[config.mk]
export PLATFORM = sky130hd
export DESIGN_NAME = pdec_top
export DESIGN_NICKNAME = d
export VERILOG_FILES = /design/src/rtl/pdec_pkg.sv /design/src/rtl/pdec_sync.sv /design/src/rtl/pdec_top.sv
export SDC_FILE = /design/constraint.sdc
export NUM_CORES = 1
export LEC_CHECK = 0
export ABC_CLOCK_PERIOD_IN_PS = 1900
export BUFFER_PORTS_ARGS = -buffer_cell sky130_fd_sc_hd__buf_2
export CAP_MARGIN = 20
export CORE_ASPECT_RATIO = 1.2
export CORE_MARGIN = 5
export CORE_UTILIZATION = 44
export CTS_CLUSTER_SIZE = 30
export DETAILED_ROUTE_END_ITERATION = 7
export PLACE_DENSITY = 0.85
export SYNTH_ARGS = -nofsm -noshare
export SYNTH_HDL_FRONTEND = slang
export SYNTH_SLANG_ARGS = --single-unit
[constraint.sdc]
create_clock -name CLK_IN -period 1.9 [get_ports CLK_IN]
set_input_delay 0.285 -clock CLK_IN [delete_from_list [all_inputs] [get_ports CLK_IN]]
set_output_delay 0.285 -clock CLK_IN [all_outputs]
set_load 0.05 [all_outputs]
[src/rtl/pdec_pkg.sv]
`default_nettype none
package pdec_pkg;
    localparam int WAKE_PINS = 8;
    localparam logic [7:0] WAKE_ACTIVE_RST = 8'hff;
endpackage
`default_nettype wire

[src/rtl/pdec_sync.sv]
`timescale 1ns/1ps
`default_nettype none
module pdec_sync #(
    parameter int WIDTH = 1
) (
    input wire logic clk_in,
    input wire logic rst_b_in,
    input wire logic [WIDTH-1:0] d_in,
    output logic [WIDTH-1:0] q_out
);
    logic [WIDTH-1:0] meta_reg;
    // first stage read only by the second stage
    always_ff @(posedge clk_in or negedge rst_b_in) begin
        if (!rst_b_in) begin
            meta_reg <= '0;
            q_out <= '0;
        end else begin
            meta_reg <= d_in;
            q_out <= meta_reg;
        end
    end
endmodule
`default_nettype wire

[src/rtl/pdec_top.sv]
`timescale 1ns/1ps
`default_nettype none
module pdec_top #(
    parameter int WAKE_PINS = pdec_pkg::WAKE_PINS
) (
    input wire logic CLK_IN,
    input wire logic RST_B_IN,
    input wire logic POWER_DOWN_INSTRUCTION_IN,
    input wire logic WAKE_SOURCE_SELECT_IN,
    input wire logic NMI_B_IN,
    input wire logic [WAKE_PINS-1:0] WAKE_PORT_IN,
    input wire logic [WAKE_PINS-1:0] WAKE_ENABLE_IN,
    input wire logic [WAKE_PINS-1:0] WAKE_ACTIVE_HIGH_IN,
    input wire logic NEXT_CODE_EXTERNAL_IN,
    input wire logic BUS_MULTIPLEXED_IN,
    input wire logic MEMORY_TRISTATE_WAIT_BIT_IN,
    input wire logic PREV_WRITE_EXTERNAL_IN,
    input wire logic WATCHDOG_OVERFLOW_IN,
    input wire logic IRQ_REQUEST_IN,
    input wire logic EVENT_TRANSFER_REQUEST_IN,
    output logic POWER_DOWN_OUT,
    output logic QUASI_IDLE_OUT,
    output logic FETCH_ENABLE_OUT,
    output logic IRQ_GRANT_OUT,
    output logic EVENT_TRANSFER_GRANT_OUT,
    output logic DEVICE_RESET_OUT,
    output logic INSTR_IGNORED_OUT
);
    typedef enum logic [1:0] {PDEC_RUN, PDEC_QIDLE, PDEC_PDOWN} pdec_state_e;
    typedef struct packed {
        pdec_state_e state;
        logic ignored;
        logic wdt_reset;
    } pdec_state_s;

    pdec_state_s cur_reg;
    pdec_state_s cur_next;
    logic nmi_b_sync;
    logic [WAKE_PINS-1:0] wake_sync;
    logic wake_hit;
    logic nmi_blocks;
    logic blocked;
    logic quasi_cond;

    ////////////////////////////////////////////////////////////////////////////////
    // pins cross into the cpu clock domain
    pdec_sync #(.WIDTH(1)) u_nmi_sync (
        .clk_in(CLK_IN),
        .rst_b_in(RST_B_IN),
        .d_in(NMI_B_IN),
        .q_out(nmi_b_sync)
    );
    pdec_sync #(.WIDTH(WAKE_PINS)) u_wake_sync (
        .clk_in(CLK_IN),
        .rst_b_in(RST_B_IN),
        .d_in(WAKE_PORT_IN),
        .q_out(wake_sync)
    );
    // reset clears both stages, so the interrupt pin reads low for two edges after release

    ////////////////////////////////////////////////////////////////////////////////
    // wake pin decode
    // a pin counts only when enabled and at its own active level, so idle pins never match
    function automatic logic any_wake_active(
        input logic [WAKE_PINS-1:0] pins,
        input logic [WAKE_PINS-1:0] enable,
        input logic [WAKE_PINS-1:0] active_high
    );
        return |(enable & ~(pins ^ active_high));
    endfunction

    ////////////////////////////////////////////////////////////////////////////////
    // entry decision
    assign nmi_blocks = !WAKE_SOURCE_SELECT_IN && nmi_b_sync;
    assign wake_hit = any_wake_active(wake_sync, WAKE_ENABLE_IN, WAKE_ACTIVE_HIGH_IN);
    assign blocked = nmi_blocks || (WAKE_SOURCE_SELECT_IN && wake_hit);
    // the flaw of this silicon: a blocked entry can hang the fetch unit
    assign quasi_cond = NEXT_CODE_EXTERNAL_IN &&
        ((BUS_MULTIPLEXED_IN && !MEMORY_TRISTATE_WAIT_BIT_IN)
         || PREV_WRITE_EXTERNAL_IN);

    always_comb begin
        cur_next = cur_reg;
        cur_next.ignored = 1'b0;
        cur_next.wdt_reset = 1'b0;
        unique case (cur_reg.state)
            PDEC_RUN: begin
                if (POWER_DOWN_INSTRUCTION_IN) begin
                    if (!blocked) begin
                        cur_next.state = PDEC_PDOWN;
                    end else if (quasi_cond) begin
                        cur_next.state = PDEC_QIDLE;
                    end else begin
                        cur_next.ignored = 1'b1;
                    end
                end
            end
            PDEC_QIDLE: begin
                if (!nmi_b_sync) begin
                    cur_next.state = PDEC_PDOWN;
                end
            end
            PDEC_PDOWN: begin
                // leaving power-down is the job of the wake logic outside
                cur_next.state = PDEC_PDOWN;
            end
            default: begin
                // an illegal code falls back to run rather than locking the fetch unit
                cur_next.state = PDEC_RUN;
            end
        endcase
        if (WATCHDOG_OVERFLOW_IN && cur_reg.state != PDEC_PDOWN) begin
            cur_next.wdt_reset = 1'b1;
            cur_next.state = PDEC_RUN;
        end
    end

    always_ff @(posedge CLK_IN or negedge RST_B_IN) begin
        if (!RST_B_IN) begin
            cur_reg <= '{state: PDEC_RUN, ignored: 1'b0, wdt_reset: 1'b0};
        end else begin
            cur_reg <= cur_next;
        end
    end

    ////////////////////////////////////////////////////////////////////////////////
    // outputs
    assign POWER_DOWN_OUT = cur_reg.state == PDEC_PDOWN;
    assign QUASI_IDLE_OUT = cur_reg.state == PDEC_QIDLE;
    assign FETCH_ENABLE_OUT = cur_reg.state == PDEC_RUN;
    // grants are combinational so a request is never served a cycle late
    assign IRQ_GRANT_OUT = IRQ_REQUEST_IN && cur_reg.state == PDEC_RUN;
    assign EVENT_TRANSFER_GRANT_OUT = EVENT_TRANSFER_REQUEST_IN && cur_reg.state == PDEC_RUN;
    assign DEVICE_RESET_OUT = cur_reg.wdt_reset;
    assign INSTR_IGNORED_OUT = cur_reg.ignored;

    ////////////////////////////////////////////////////////////////////////////////
    // checks
    AST_NMI_BLOCK: assert property (@(posedge CLK_IN) disable iff (!RST_B_IN)
        (cur_reg.state == PDEC_RUN && POWER_DOWN_INSTRUCTION_IN && nmi_blocks
         && !WATCHDOG_OVERFLOW_IN) |=> !POWER_DOWN_OUT)
        else $error("power-down entered with interrupt pin high");
    AST_WAKE_BLOCK: assert property (@(posedge CLK_IN) disable iff (!RST_B_IN)
        (cur_reg.state == PDEC_RUN && POWER_DOWN_INSTRUCTION_IN && WAKE_SOURCE_SELECT_IN
         && wake_hit && !WATCHDOG_OVERFLOW_IN) |=> !POWER_DOWN_OUT)
        else $error("power-down entered with wake pin active");
    AST_ENTER: assert property (@(posedge CLK_IN) disable iff (!RST_B_IN)
        (cur_reg.state == PDEC_RUN && POWER_DOWN_INSTRUCTION_IN && !blocked
         && !WATCHDOG_OVERFLOW_IN) |=> POWER_DOWN_OUT)
        else $error("power-down not entered");
    AST_QIDLE_MUX: assert property (@(posedge CLK_IN) disable iff (!RST_B_IN)
        (cur_reg.state == PDEC_RUN && POWER_DOWN_INSTRUCTION_IN && blocked
         && NEXT_CODE_EXTERNAL_IN && BUS_MULTIPLEXED_IN && !MEMORY_TRISTATE_WAIT_BIT_IN
         && !WATCHDOG_OVERFLOW_IN) |=> QUASI_IDLE_OUT)
        else $error("quasi-idle missed on mux bus");
    AST_QIDLE_WRITE: assert property (@(posedge CLK_IN) disable iff (!RST_B_IN)
        (cur_reg.state == PDEC_RUN && POWER_DOWN_INSTRUCTION_IN && blocked
         && NEXT_CODE_EXTERNAL_IN && PREV_WRITE_EXTERNAL_IN
         && !WATCHDOG_OVERFLOW_IN) |=> QUASI_IDLE_OUT)
        else $error("quasi-idle missed after external write");
    AST_NO_FETCH: assert property (@(posedge CLK_IN) disable iff (!RST_B_IN)
        QUASI_IDLE_OUT |-> !FETCH_ENABLE_OUT)
        else $error("fetch while quasi-idle");
    AST_WDT: assert property (@(posedge CLK_IN) disable iff (!RST_B_IN)
        (QUASI_IDLE_OUT && WATCHDOG_OVERFLOW_IN) |=> DEVICE_RESET_OUT ##1 !DEVICE_RESET_OUT
        or (DEVICE_RESET_OUT && !QUASI_IDLE_OUT))
        else $error("watchdog ignored while quasi-idle");
    AST_NO_IRQ: assert property (@(posedge CLK_IN) disable iff (!RST_B_IN)
        QUASI_IDLE_OUT |-> !IRQ_GRANT_OUT && !EVENT_TRANSFER_GRANT_OUT)
        else $error("service while quasi-idle");
    AST_NMI_EXIT: assert property (@(posedge CLK_IN) disable iff (!RST_B_IN)
        (QUASI_IDLE_OUT && !nmi_b_sync && !WATCHDOG_OVERFLOW_IN) |=> POWER_DOWN_OUT)
        else $error("no power-down from quasi-idle");
    AST_IGNORED: assert property (@(posedge CLK_IN) disable iff (!RST_B_IN)
        (cur_reg.state == PDEC_RUN && POWER_DOWN_INSTRUCTION_IN && blocked && !quasi_cond
         && !WATCHDOG_OVERFLOW_IN) |=> (INSTR_IGNORED_OUT && FETCH_ENABLE_OUT))
        else $error("ignored power-down did not keep running");
    AST_PDOWN_HOLD: assert property (@(posedge CLK_IN) disable iff (!RST_B_IN)
        POWER_DOWN_OUT |=> (POWER_DOWN_OUT && !FETCH_ENABLE_OUT))
        else $error("power-down left without reset");
    AST_PDOWN_IRQ: assert property (@(posedge CLK_IN) disable iff (!RST_B_IN)
        POWER_DOWN_OUT |-> (!IRQ_GRANT_OUT && !EVENT_TRANSFER_GRANT_OUT))
        else $error("service while in power-down");
    AST_QIDLE_HOLD: assert property (@(posedge CLK_IN) disable iff (!RST_B_IN)
        (QUASI_IDLE_OUT && nmi_b_sync && !WATCHDOG_OVERFLOW_IN) |=> QUASI_IDLE_OUT)
        else $error("quasi-idle left without interrupt pin or watchdog");
    AST_QIDLE_REFUSE: assert property (@(posedge CLK_IN) disable iff (!RST_B_IN)
        (QUASI_IDLE_OUT && POWER_DOWN_INSTRUCTION_IN) |=> !INSTR_IGNORED_OUT)
        else $error("instruction taken while quasi-idle");
    AST_WDT_RUN: assert property (@(posedge CLK_IN) disable iff (!RST_B_IN)
        (WATCHDOG_OVERFLOW_IN && !POWER_DOWN_OUT) |=> (DEVICE_RESET_OUT && FETCH_ENABLE_OUT))
        else $error("watchdog overflow did not reset");
    AST_GRANT_RUN: assert property (@(posedge CLK_IN) disable iff (!RST_B_IN)
        FETCH_ENABLE_OUT |-> ((IRQ_GRANT_OUT == IRQ_REQUEST_IN)
        && (EVENT_TRANSFER_GRANT_OUT == EVENT_TRANSFER_REQUEST_IN)))
        else $error("request not served while running");

    ////////////////////////////////////////////////////////////////////////////////
    // scenarios seen

    COV_ENTER: cover property (@(posedge CLK_IN) disable iff (!RST_B_IN)
        !POWER_DOWN_OUT ##1 POWER_DOWN_OUT);
    COV_QIDLE: cover property (@(posedge CLK_IN) disable iff (!RST_B_IN)
        QUASI_IDLE_OUT ##1 POWER_DOWN_OUT);
    COV_IGNORE: cover property (@(posedge CLK_IN) disable iff (!RST_B_IN) INSTR_IGNORED_OUT);
    COV_WDT: cover property (@(posedge CLK_IN) disable iff (!RST_B_IN)
        QUASI_IDLE_OUT && WATCHDOG_OVERFLOW_IN);
    COV_QIDLE_WRITE: cover property (@(posedge CLK_IN) disable iff (!RST_B_IN)
        QUASI_IDLE_OUT && PREV_WRITE_EXTERNAL_IN && MEMORY_TRISTATE_WAIT_BIT_IN);
endmodule
`default_nettype wire

==> impl_metrics.toml <==
[place]
gp_congestion = 0.902
postPlaceCellArea_mm2 = 0.00115
buffer_ports.inserted = 42
dp_worst_setup_slack_ns = 0.134
detailed_place_hpwl_mm = 1.50

[clocking]
clock-root-buffer = "sky130_fd_sc_hd__clkbuf_4"
tritoncts = "yes"
clock_tree.htree_level_count = 1
numClockSinks = 22
clock_latency_ns = 0.29
cts.clk_slew.worst_paths_ns = 0.11
tritoncts.num_buffers = 3
clock_path_buffers = 2

[yosys]
synth_area_in_simple_gates_pct = 13.4
post_synthesis_instance_total = 72
yosysWarningCount = 0
synthTopCellsByArea = "sky130_fd_sc_hd__dfrtp_1 (61%), sky130_fd_sc_hd__xnor2_1 (7.7%), sky130_fd_sc_hd__ha_1 (5.5%)"
complex_gate_fraction_of_the_synthesized_area_pct = 10.8
synth_ff_type = "sky130_fd_sc_hd__dfrtp_1"
post_synth_most_frequent_cells = "sky130_fd_sc_hd__dfrtp_1 (22), sky130_fd_sc_hd__xnor2_1 (8), sky130_fd_sc_hd__nand2_1 (5)"
synth-seq-area-share_pct = 60.7
synth_top_cell_by_area = "sky130_fd_sc_hd__dfrtp_1"
synth_top_family_by_area = "simple AND/OR/NAND/NOR gates"
mappedNetlistArea_um2 = 907
synth_fp_nets = 112
synth_edf_count = 0
synthesis.area_per_instance_um2 = 12.6
fraction_of_post_synthesis_cell_area_in_the_top_cell_type_by_area_pct = 60.7
post_synth_mux_area_share_pct = 1.10
async_flop_share_pct = 100
synth_adder_area_share_pct = 5.52
synthMostInstantiatedCell = "sky130_fd_sc_hd__dfrtp_1"
synth_cell_type_count = 25
synth_seq_cells = 22
yosys.area_share.xor_xnor_pct = 7.72

[flow_run]
cap_viol_max_count = 0

[setup_path]
endpoint = "EVENT_TRANSFER_GRANT_OUT"
cpMaxStageDelayCell = "sky130_fd_sc_hd__dfrtp_1"
setup.worst_path.class = "flop to output pin"
worstSetupPathDepth = 4
critical_path.cell_chain = "inv_1 > ha_2 > and2_1 > buf_2"
max_stage_delay_ns = 0.42
crit_family = "flip-flops"
timing.critical_path.buf_inv = 2
worstSetupStartpointType = "flop"
crit_end_category = "output pin"
cp-startpoint = "cur_reg[3]$_DFFE_PN0P_"
worstPathRequired_ns = 1.62
rr_startpoint = "cur_reg[2]$_DFFE_PN0P_"
ff2ff_setup_slack_ns = 0.19
crit_path_max_fanout = 8
worstRegToRegCells = 7
cp_data_arrival_time_ns = 1.49
worst_r2r_endpoint = "cur_reg[3]$_DFFE_PN0P_"

[cells_and_area]
layout-drive-gt1-share_pct = 42.9
final_area_mm2 = 0.00118
num_antenna_cells = 0
area_growth_syn_to_layout_pct = 30.6
fillers = 187
number_of_nets_in_the_layout = 161
finish.utilization_pct = 59.1

[sta]
achievable-frequency_mhz = 564
final.min_clock_period_ns = 1.77
timing.final.setup_violations = 0
final_critical_path_setup_slack_ns = 0.126
slew_headroom_pct = 68.3
finalCritPeriodShare_pct = 93.4
max_slew.worst_pin.slew_ns = 0.476
rsz0062_at_grt = "false"
setup_tns_ns = 0
maxSlewViolCount = 0
finalHoldViolations = 0
final.setup_skew_ns = 0.00589

[floorplan]
die_x_um = 51.5
dieArea_mm2 = 0.00307
row_count = 18
core_region_area_mm2 = 0.00200
die_height_um = 59.7
initial_core_util_pct = 45.3
floorplan.io_pins = 43

[pwr]
p_leak_nw = 0.589
ir_worst_vdd_mv = 0.518
totalPowerFinal_w = 0.000937
power.density_mw_per_mm2 = 791

[status]
outcome = "completed"

[global_route]
grt_pass1_wl_mm = 2.93
groute.usage.overall_pct = 12.8
grt_start_max_net_pins = 23
first_global_vias = 741
grt.overflow.total = 0
initial_antenna_violation_count = 0

[routing]
wl_cell_um = 12.8
first_pass_iters = 4
drt.antenna.violating_nets = 0
detailedRoute.firstIterationViolations = 6
count_of_vias_placed_by_the_detailed_router = 693
drc = 0
routed_wl_mm = 1.78
drt-vias-per-instance = 4.99

[min_path]
hold_path.class = "input port to flop"
[area by class of cell]
type / instances / area, µm² / area share [%]
Multi-Input combinational cell: 48 / 352 / 29.7
Clock buffer: 3 / 22.5 / 1.90
Tap cell: 20 / 25.0 / 2.11
Sequential cell: 22 / 551 / 46.5
Inverter: 2 / 7.51 / 0.634
Timing Repair Buffer: 44 / 228 / 19.2
[cells by family (layout without fill, tap and decap cells)]
| logic type | count (synthesis) | after routing |
|---|---|---|
| AO/OA/AOI/OAI | 13 | 13 |
| multiplexers | 1 | 1 |
| adder cells (fa/ha/maj) | 4 | 4 |
| XOR/XNOR | 8 | 8 |
| AND/OR/NAND/NOR | 22 | 22 |
| flip-flops | 22 | 22 |
| buffers and inverters | 2 | 49 |
[report_power, final]
group          switching [W]  total [W]  leakage (nW)  internal (W)
registers          0.0000102   0.000505         0.262      0.000494
logic               0.000145   0.000240         0.313     0.0000945
clock network       0.000119   0.000193        0.0138     0.0000736
total               0.000274   0.000937         0.589      0.000663
[how the worst min path moves through the flow]
stage,start,endpoint,cells past startpoint
CTS,WAKE_PORT_IN[0],u_wake_sync.meta_reg[0]$_DFF_PN0_,1
floorplan,RST_B_IN,DEVICE_RESET_OUT$_DFF_PN0_,0
global route,WAKE_PORT_IN[0],u_wake_sync.meta_reg[0]$_DFF_PN0_,1
global placement,RST_B_IN,u_wake_sync.meta_reg[7]$_DFF_PN0_,1
detailed placement,RST_B_IN,u_wake_sync.meta_reg[5]$_DFF_PN0_,1
finish,WAKE_PORT_IN[6],u_wake_sync.meta_reg[6]$_DFF_PN0_,1
[metrics by stage]
step / hold WS [ns] / std cells
final: 0.0918 / 139
after global routing: 0.0682 / 139
after CTS: 0.0804 / 139
after detailed placement: 0.266 / 135
after global placement: 0.255 / 135
after floorplan: -0.0106 / 72
[layout by cell type, fill, tap and decap left out, types with 2 or more instances in the layout]
master,count
sky130_fd_sc_hd__nor3_1,4
sky130_fd_sc_hd__dfrtp_1,22
sky130_fd_sc_hd__nor2b_1,3
sky130_fd_sc_hd__clkbuf_4,3
sky130_fd_sc_hd__nand2_1,5
sky130_fd_sc_hd__buf_2,42
sky130_fd_sc_hd__nor2_1,3
sky130_fd_sc_hd__ha_1,3
sky130_fd_sc_hd__and2_1,2
sky130_fd_sc_hd__a21oi_1,2
sky130_fd_sc_hd__a22oi_1,3
sky130_fd_sc_hd__xnor2_1,8
sky130_fd_sc_hd__inv_1,2
[per-layer routing]
layer / up-vias / share of wire (%) / global-route usage (%) / wire (µm)
met5: - / 0 / 0 / 0
met4: 0 / 0.79 / 7.12 / 14
met3: 2 / 11 / 3.24 / 188
met2: 34 / 55 / 23.5 / 972
met1: 313 / 34 / 13.0 / 602
li1: 344 / - / - / -
[worst register-to-register path: stages (launching register included)]
cell                       delay, ns
sky130_fd_sc_hd__dfrtp_1        0.39
sky130_fd_sc_hd__inv_1          0.09
sky130_fd_sc_hd__ha_2           0.24
sky130_fd_sc_hd__nor2b_4        0.14
sky130_fd_sc_hd__a21o_1         0.18
sky130_fd_sc_hd__a21oi_2        0.21
sky130_fd_sc_hd__mux2i_1        0.26
sky130_fd_sc_hd__a211oi_2       0.09
[what timing repair did]
action,in CTS,in global routing
buffers inserted,0,0
gates resized for setup,0,1
setup endpoints to repair,0,2
endpoints found under the hold margin,22,0
hold buffers,1,0
No activity file was read; power rests on OpenSTA's default activity.
